--- src/pkg/tap_params.svh ---
/*
 Constants of the test access port decoder: instruction codes, register
 lengths, capture defaults. Assumes inclusion by the design files and the testbench.
*/
// Summary of operation
// - Capture-instruction loads the two low instruction bits with 01.
// - Shift-instruction puts the instruction register between serial in and out.
// - A new instruction takes effect only in update-instruction.
// - Code 111 puts the one-bit bypass register in the serial path.
// - Code 100 captures pin levels into boundary scan, then shifts it.
// - Boundary positions without a pin capture their fixed default.
// - Code 000 selects external test with boundary scan in the path.
// - External test does not isolate memory inputs from the core.
// - External test drives boundary contents out on falling edge in update-instruction.
// - External test capture loads pins and defaults in parallel on rising edge.
// - Code 001 captures the identification value and shifts it out.
// - Identification becomes active at power-up and in test-logic-reset.
// - Code 010 floats memory outputs and uses boundary scan in the path.
// - Reserved codes 011 and 110 act exactly as bypass.
// - Codes are binary, most significant bit on the left.
// - Instruction register is three bits, loadable only in the serial path.
// - Identification register is 32 bits, bit 0 leaves first.
// - No test reset pin; five high mode-select edges or power-up reset.
// - Inputs sampled on rising test clock; output changes after falling edge.
`ifndef TAP_PARAMS_SVH
`define TAP_PARAMS_SVH

`define IR_LEN          3
`define IR_EXTEST       3'h0
`define IR_IDCODE       3'h1
`define IR_SAMPLE_Z     3'h2
`define IR_RSVD_LO      3'h3
`define IR_SAMPLE       3'h4
`define IR_PRIVATE      3'h5
`define IR_RSVD_HI      3'h6
`define IR_BYPASS       3'h7
`define IR_CAPTURE_LSBS 2'h1

// Identification value is arbitrary; bit 0 is the presence bit
`define ID_LEN          32
`define ID_VALUE        32'h0000_0A5B

`define BSR_LEN         16
`define BSR_PIN_MASK    16'h3FFF
`define BSR_DEFAULT     16'hC000

`endif

--- src/pkg/tap_pkg.sv ---
/*
 Types of the test access port decoder.
 Assumes nothing of its surroundings.
*/
package tap_pkg;

   typedef enum logic [3:0] {
      TEST_LOGIC_RESET, RUN_IDLE,
      SELECT_DR, CAPTURE_DR, SHIFT_DR, EXIT1_DR, PAUSE_DR, EXIT2_DR, UPDATE_DR,
      SELECT_IR, CAPTURE_IR, SHIFT_IR, EXIT1_IR, PAUSE_IR, EXIT2_IR, UPDATE_IR
   } tap_state_type;

   typedef enum logic [1:0] {
      PATH_BYPASS, PATH_ID, PATH_BSR
   } path_sel_type;

endpackage

--- src/pkg/tap_ctl_if.sv ---
/*
 Carrier between the decoder and its port state machine.
 Assumes both ends run on the same system clock.
*/
`timescale 1ns/10ps
interface tap_ctl_if;
   import tap_pkg::*;

   logic          tck_rise;
   logic          tck_fall;
   logic          tms_s;
   tap_state_type state;

   modport ctrl (input tck_rise, input tck_fall, input tms_s, output state);
   modport dec  (output tck_rise, output tck_fall, output tms_s, input state);
endinterface

--- src/hdl/tap_decoder_top.sv ---
/*
 Instruction decoder and data register selection of the test access port.
 Assumes the test pins and memory pin levels arrive from outside the clk
 domain; the test clock is sampled by clk and its edges detected.
*/
`timescale 1ns/10ps
`include "tap_params.svh"
module tap_decoder_top
   import tap_pkg::*;
(
   // Clock and reset
   input  wire logic                  clk,
   input  wire logic                  ce,
   input  wire logic                  sys_rst,
   // Test port pins
   input  wire logic                  tck,
   input  wire logic                  tms,
   input  wire logic                  tdi,
   output logic                       tdo,
   output logic                       tdo_oe,
   // Memory pin ring
   input  wire logic [`BSR_LEN-1:0]   ring_levels,
   output logic      [`BSR_LEN-1:0]   ring_drive,
   output logic                       ring_drive_en,
   output logic                       outputs_hiz,
   // Status
   output logic      [`IR_LEN-1:0]    active_code
);

   ////////////////////////////////////////////////////////////////////////
   // Synchronisers and edge detection

   logic [2:0]          tck_q;
   logic [1:0]          tms_q;
   logic [1:0]          tdi_q;
   logic [`BSR_LEN-1:0] ring_s1_q;
   logic [`BSR_LEN-1:0] ring_s2_q;

   always_ff @(posedge clk) begin
      if (sys_rst) begin
         tck_q     <= 3'h0;
         tms_q     <= 2'h3;
         tdi_q     <= 2'h3;
         ring_s1_q <= '0;
         ring_s2_q <= '0;
      end else if (ce) begin
         tck_q     <= {tck_q[1:0], tck};
         tms_q     <= {tms_q[0], tms};
         tdi_q     <= {tdi_q[0], tdi};
         ring_s1_q <= ring_levels;
         ring_s2_q <= ring_s1_q;
      end
   end

   tap_ctl_if ctl ();

   wire tck_rise = tck_q[1] & ~tck_q[2];
   wire tck_fall = ~tck_q[1] & tck_q[2];
   wire tdi_s    = tdi_q[1];

   assign ctl.tck_rise = tck_rise;
   assign ctl.tck_fall = tck_fall;
   assign ctl.tms_s    = tms_q[1];

   tap_state_tracker u_fsm (
      .clk     (clk),
      .ce      (ce),
      .sys_rst (sys_rst),
      .ctl     (ctl)
   );

   ////////////////////////////////////////////////////////////////////////
   // Instruction decode

   function automatic path_sel_type path_of(input logic [`IR_LEN-1:0] code);
      case (code)
         `IR_EXTEST, `IR_SAMPLE_Z, `IR_SAMPLE: path_of = PATH_BSR;
         `IR_IDCODE:                           path_of = PATH_ID;
         default:                              path_of = PATH_BYPASS;
      endcase
   endfunction

   logic [`IR_LEN-1:0]  ir_shift_q;
   logic [`IR_LEN-1:0]  active_q;
   logic                bypass_q;
   logic [`ID_LEN-1:0]  id_q;
   logic [`BSR_LEN-1:0] bsr_q;
   logic [`BSR_LEN-1:0] drive_q;
   logic                drive_en_q;
   logic                hiz_q;
   logic                tdo_q;
   logic                tdo_oe_q;

   tap_state_type st;
   assign st = ctl.state;

   path_sel_type active_sel;
   assign active_sel = path_of(active_q);

   wire in_shift_ir = (st == SHIFT_IR);
   wire in_shift_dr = (st == SHIFT_DR);
   wire [`BSR_LEN-1:0] cap_val = (ring_s2_q & `BSR_PIN_MASK)
                               | (`BSR_DEFAULT & ~`BSR_PIN_MASK);
   wire dr_bit = (active_sel == PATH_BSR) ? bsr_q[0]
               : (active_sel == PATH_ID)  ? id_q[0] : bypass_q;
   wire load_drive = tck_fall && ((st == UPDATE_IR && ir_shift_q == `IR_EXTEST)
                     || (st == UPDATE_DR && active_sel == PATH_BSR));

   ////////////////////////////////////////////////////////////////////////
   // Instruction register

   always_ff @(posedge clk) begin
      if (sys_rst) begin
         ir_shift_q <= `IR_IDCODE;
         active_q   <= `IR_IDCODE;
      end else if (ce) begin
         if (tck_rise && st == CAPTURE_IR) begin
            ir_shift_q <= {1'b0, `IR_CAPTURE_LSBS};
         end else if (tck_rise && in_shift_ir) begin
            ir_shift_q <= {tdi_s, ir_shift_q[`IR_LEN-1:1]};
         end
         if (st == TEST_LOGIC_RESET) begin
            active_q <= `IR_IDCODE;
         end else if (tck_fall && st == UPDATE_IR) begin
            active_q <= ir_shift_q;
         end
      end
   end

   ////////////////////////////////////////////////////////////////////////
   // Data registers

   always_ff @(posedge clk) begin
      if (sys_rst) begin
         bypass_q <= 1'b0;
         id_q     <= '0;
         bsr_q    <= '0;
      end else if (ce && tck_rise) begin
         if (st == CAPTURE_DR) begin
            case (active_sel)
               PATH_ID:  id_q     <= `ID_VALUE;
               PATH_BSR: bsr_q    <= cap_val;
               default:  bypass_q <= 1'b0;
            endcase
         end else if (in_shift_dr) begin
            case (active_sel)
               PATH_ID:  id_q     <= {tdi_s, id_q[`ID_LEN-1:1]};
               PATH_BSR: bsr_q    <= {tdi_s, bsr_q[`BSR_LEN-1:1]};
               default:  bypass_q <= tdi_s;
            endcase
         end
      end
   end

   ////////////////////////////////////////////////////////////////////////
   // Serial output and pin ring control

   // Memory inputs are never gated here, so the core keeps following them
   always_ff @(posedge clk) begin
      if (sys_rst) begin
         tdo_q      <= 1'b0;
         tdo_oe_q   <= 1'b0;
         drive_q    <= '0;
         drive_en_q <= 1'b0;
         hiz_q      <= 1'b0;
      end else if (ce) begin
         if (tck_fall) begin
            tdo_q    <= in_shift_ir ? ir_shift_q[0] : dr_bit;
            tdo_oe_q <= in_shift_ir | in_shift_dr;
         end
         if (load_drive) begin
            drive_q <= bsr_q;
         end
         drive_en_q <= (active_q == `IR_EXTEST);
         hiz_q      <= (active_q == `IR_SAMPLE_Z);
      end
   end

   assign tdo           = tdo_q;
   assign tdo_oe        = tdo_oe_q;
   assign ring_drive    = drive_q;
   assign ring_drive_en = drive_en_q;
   assign outputs_hiz   = hiz_q;
   assign active_code   = active_q;
endmodule

--- src/hdl/tap_state_tracker.sv ---
/*
 Port state machine, advanced on each detected rising test-clock edge.
 Assumes edge pulses and mode select already synchronised to clk.
*/
`timescale 1ns/10ps
module tap_state_tracker
   import tap_pkg::*;
(
   // Clock and reset
   input wire logic clk,
   input wire logic ce,
   input wire logic sys_rst,
   // Decoder side
   tap_ctl_if.ctrl  ctl
);

   tap_state_type state_q;
   tap_state_type state_d;

   assign ctl.state = state_q;

   always_comb begin
      state_d = state_q;
      case (state_q)
         TEST_LOGIC_RESET: state_d = ctl.tms_s ? TEST_LOGIC_RESET : RUN_IDLE;
         RUN_IDLE:         state_d = ctl.tms_s ? SELECT_DR : RUN_IDLE;
         SELECT_DR:        state_d = ctl.tms_s ? SELECT_IR : CAPTURE_DR;
         CAPTURE_DR:       state_d = ctl.tms_s ? EXIT1_DR : SHIFT_DR;
         SHIFT_DR:         state_d = ctl.tms_s ? EXIT1_DR : SHIFT_DR;
         EXIT1_DR:         state_d = ctl.tms_s ? UPDATE_DR : PAUSE_DR;
         PAUSE_DR:         state_d = ctl.tms_s ? EXIT2_DR : PAUSE_DR;
         EXIT2_DR:         state_d = ctl.tms_s ? UPDATE_DR : SHIFT_DR;
         UPDATE_DR:        state_d = ctl.tms_s ? SELECT_DR : RUN_IDLE;
         SELECT_IR:        state_d = ctl.tms_s ? TEST_LOGIC_RESET : CAPTURE_IR;
         CAPTURE_IR:       state_d = ctl.tms_s ? EXIT1_IR : SHIFT_IR;
         SHIFT_IR:         state_d = ctl.tms_s ? EXIT1_IR : SHIFT_IR;
         EXIT1_IR:         state_d = ctl.tms_s ? UPDATE_IR : PAUSE_IR;
         PAUSE_IR:         state_d = ctl.tms_s ? EXIT2_IR : PAUSE_IR;
         EXIT2_IR:         state_d = ctl.tms_s ? UPDATE_IR : SHIFT_IR;
         UPDATE_IR:        state_d = ctl.tms_s ? SELECT_DR : RUN_IDLE;
         default:          state_d = TEST_LOGIC_RESET;
      endcase
   end

   // Power-up reset stands in for the missing test reset pin
   always_ff @(posedge clk) begin
      if (sys_rst) begin
         state_q <= TEST_LOGIC_RESET;
      end else if (ce && ctl.tck_rise) begin
         state_q <= state_d;
      end
   end

endmodule

--- config.mk ---
export PLATFORM = sky130hd
export DESIGN_NAME = tap_decoder_top
export DESIGN_NICKNAME = d
export VERILOG_FILES = /design/src/pkg/tap_pkg.sv /design/src/pkg/tap_ctl_if.sv /design/src/hdl/tap_decoder_top.sv /design/src/hdl/tap_state_tracker.sv
export VERILOG_INCLUDE_DIRS = /design/src /design/src/pkg
export SDC_FILE = /design/constraint.sdc
export NUM_CORES = 1
export LEC_CHECK = 0
export BUFFER_PORTS_ARGS = -buffer_cell sky130_fd_sc_hd__buf_2
export CAP_MARGIN = 0
export CORE_ASPECT_RATIO = 0.9
export CORE_MARGIN = 10
export CORE_UTILIZATION = 40
export DETAILED_ROUTE_END_ITERATION = 12
export RECOVER_POWER = 100
export REMOVE_ABC_BUFFERS = 1
export SYNTH_ARGS = -nofsm -noshare
export SYNTH_HDL_FRONTEND = slang
export SYNTH_SLANG_ARGS = --single-unit
--- constraint.sdc ---
create_clock -name clk -period 1.9 [get_ports clk]
set_input_delay 0 -clock clk [delete_from_list [all_inputs] [get_ports clk]]
set_output_delay 0 -clock clk [all_outputs]
set_load 0.03 [all_outputs]
==> summary.md <==
| Metric | Value |
|---|---|
| Max cap viols | 0 |
| Drt first pass iters | 4 |
| CP endpoint | bsr_q[1] |
| Area Growth Syn to Fin | 27.71% |
| Switch share | 19.65% |
| GR Util met2 | 20.37% |
| Vias/cell | about 5 |
| Combinational power share | 3.6% |
| Max Buffers Root-to-Sink | 2 |
| GR Overflow Total | 0 |
| Register-to-Register Path Depth | 5 |
| Area contributors post-synth | dfxtp_1 (48%), mux2i_1 (11%), nor2_1 (6.0%), nand2_1 (4.8%), nand2b_1 (4.3%) |
| Netlist Area Pre-Place | 4791 µm² |
| CTS Buf Count | 17 |
| Clk Tree Root Cell | clkbuf_16 |
| Reg2reg end | bsr_q[1] |
| Dpl hpwl | 6589 µm |
| Starting Density | 41.39% |
| WL/cell | 13.76 µm |
| Required time of the critical path | around 2.1 ns |
| Residual DRC | 0 |
| EDFF count, synth | 0 |
| Leakage | ~2.2 nW |
| Worst Skew | 0.01212 ns |
| PD cells | 973.8 nW/µm² |
| Met3 usage | under 10% |
| RD Place Congestion | 0.7798 |
| Core area | 11570 µm² |
| Max IR drop VDD | 0.0005974 V |
| Yosys reg bits | 114 |
| Yosys Warn Count | 0 |
| Post-place instance area | 5248 µm² |
| Top-area cell type share of the netlist area | 47.64% |
| Status | finished clean |
| Global Route Usage Sum | 12.80% |
| Fmax achieved | 544.8 MHz |
| Design area | 6118 µm² |
| Worst path cell trace | or3b_4 -> a2111oi_4 -> buf_4 -> clkbuf_16 -> a311oi_1 |
| Clk network pwr share | 55.2% |
| FF-to-FF setup slack | 0.06 ns |
| Max stage delay cell, worst path | a2111oi_4 |
| DRT iter0 DRCs | 301 |
| Synthesized instance count | about 540 |
| Die height | 123.8 µm |
| Total Wirelength | 10610 µm |
| Antenna-violating nets left | 0 |
| Post-synthesis sequential area ratio | a little under half |
| Number of primary I/O pins | 45 |
| M1 GR Usage | 15.75% |
| Top_reg_cell synth | dfxtp_1 |
| Worst Path Arrival | 2.07 ns |
| Crit path from | u_fsm.ctl.state[0] |
| Crit-path max FO | 16 |
| Critical path endpoint category | register |
| Port bufs | 42 |
| Post-synth top area cell | dfxtp_1 |
| Startpoint Class | register |
| Max-slew headroom | 22.73% |
| Die ar. | 16760 µm² |
| Clk_lat worst skew | approximately 0.40 ns |
| Tmin final | 1.835 ns |
| Die Span X | approximately 140 µm |
| CTS tree | built |
| Gr busiest metal | met2 |
| Worst setup path category | register to register |
| Count of different cell masters after synthesis | 50 |
| H-tree levels | 4 |
| Sw Pwr | around 0.0012 W |
| Critical R2R Launch | u_fsm.ctl.state[0] |
| Final setup viols | 0 |
| Worst-Margin Slew | 1.159 ns |
| Internal | 0.004787 W |
| Synth top cells by count | dfxtp_1 (114), nor2_1 (76), nand2_1 (61), mux2i_1 (51), nand2b_1 (33) |
| Ratio of final minimum period to clock period | 96.60% |
| Final-stage net count | 627 |
| Antenna violations before repair | 0 |
| First-pass GRT wire length | 17460 µm |
| Unrepaired setup endpoints after global routing | true |
| Slowest cell delay on critical path | 0.46 ns |
| Final Max Tran Viols | 0 |
| Via count | ~3900 |
| Vias in the first global route | 3734 |
| Post-synth ARST share | 0% |
| Ratio of cells with drive above 1 in the final layout | 15.12% |
| Largest net degree at the start of global routing | 75 |
| Sequential group share of total power | 41.2% |
| Hold Path Class | input port to register |
| # diodes | 0 |
| Final Hold Fails | 0 |
| Row count | 37 |
| Clk pin slew, worst setup/hold paths | 0.05 ns |
| Clk sinks | about 110 |
| Power consumption | 0.005958 W |
| Count leader, synth | dfxtp_1 |
| Mean area per synthesized cell | 8.839 µm² |
[critical path, delay by kind of cell (launching register included)]
family | cells | cell delay [ns]
AO/OA/AOI/OAI | 2 | 0.55
AND/OR/NAND/NOR | 1 | 0.44
buffers and inverters | 2 | 0.37
flip-flops | 1 | 0.31
[sequential cells by signal, indices dropped and copies added, names as in the netlist, 2 cells and up]
signal           cells
tck_q                3
u_fsm.ctl.state      4
active_code          3
bsr_q               16
ring_drive          16
ir_shift_q           3
id_q                32
ring_s1_q           14
tms_q                2
ring_s2_q           14
tdi_q                2
[placed cells by master (no fill, tap or decap), types with 6 or more instances in the layout]
| cell | instances |
|---|---|
| nor2b_1 | 8 |
| mux2i_1 | 51 |
| buf_4 | 18 |
| o21ai_0 | 6 |
| dfxtp_1 | 109 |
| nand2_1 | 61 |
| dlygate4sd3_1 | 17 |
| clkbuf_16 | 19 |
| nor3_1 | 13 |
| nor2_1 | 76 |
| nand3_1 | 28 |
| a21oi_1 | 27 |
| a311oi_1 | 15 |
| nand2b_1 | 33 |
| clkbuf_1 | 28 |
| buf_2 | 17 |
[worst min path at each step]
stage | from | to | slack [ns] | cells past startpoint
CTS | ce | outputs_hiz | 0.03 | 3
floorplan | sys_rst | id_q[10] | 0.07 | 1
global placement | tms | tms_q[0] | 0.21 | 2
detailed placement | tms | tms_q[0] | 0.22 | 2
global route | sys_rst | ring_s2_q[13] | 0.15 | 2
finish | sys_rst | ring_s2_q[13] | 0.13 | 2
[final cells by class]
cell class,instances,area [µm²]
clock buffer,21,460.4
clock inverter,10,157.7
fill,1086,5455
inverter,6,22.52
multi-input combinational,376,2328
sequential,114,2288
tap,156,195.2
timing repair buffer,88,665.6
[per-stage QoR]
step / hold slack [ns] / util, % / instances / TNS (ns) / setup slack, ns
3_5_place_dp: 0.2187 / 45.34 / 717 / -0.006495 / -0.006495
3_3_place_gp: 0.2118 / 45.34 / 717 / 0 / 0.06948
6_report: 0.1316 / 52.86 / 771 / 0 / 0.06463
5_1_grt: 0.1500 / 52.86 / 771 / -0.02524 / -0.01498
2_1_floorplan: 0.06907 / - / 496 / -29.29 / -0.5934
4_1_cts: 0.02671 / 52.22 / 766 / 0 / 0.03622
[power by group through the flow]
stage / Sequential (W) / Clock (W) / Combinational (W)
after floorplan: 0.00250 / 0 / 0.0000851
after CTS: 0.00245 / 0.00336 / 0.000218
after global routing: 0.00246 / 0.00347 / 0.000240
after global placement: 0.00250 / 0 / 0.000186
after detailed placement: 0.00250 / 0 / 0.000190
final: 0.00246 / 0.00329 / 0.000216
[logic make-up (layout without fill, tap and decap cells)]
family | after synthesis | count (layout) | share of synthesized area (%)
and+or+nand+nor | 243 | 243 | 24.11
DFF | 114 | 114 | 47.64
AOI/OAI and AO/OA | 80 | 80 | 12.46
buffers and inverters | 52 | 125 | 4.622
muxes | 51 | 51 | 10.66
adders and majority gates | 2 | 2 | 0.5222
[layer usage]
metal | wire (µm) | vias up
met5 | 0 | -
met4 | 80 | 0
met3 | 357 | 5
met2 | 4981 | 53
met1 | 5191 | 1852
li1 | - | 2003
[repair_timing]
action                                 in CTS  in global routing
endpoints found under the hold margin      17                  0
setup endpoints to repair                   2                 46
hold buffers                               17                  0
resized for setup                           0                 15
pin swaps                                   0                  2
setup buffers                               1                  3
cloned                                      0                  2
No activity file was read; power rests on OpenSTA's default activity.
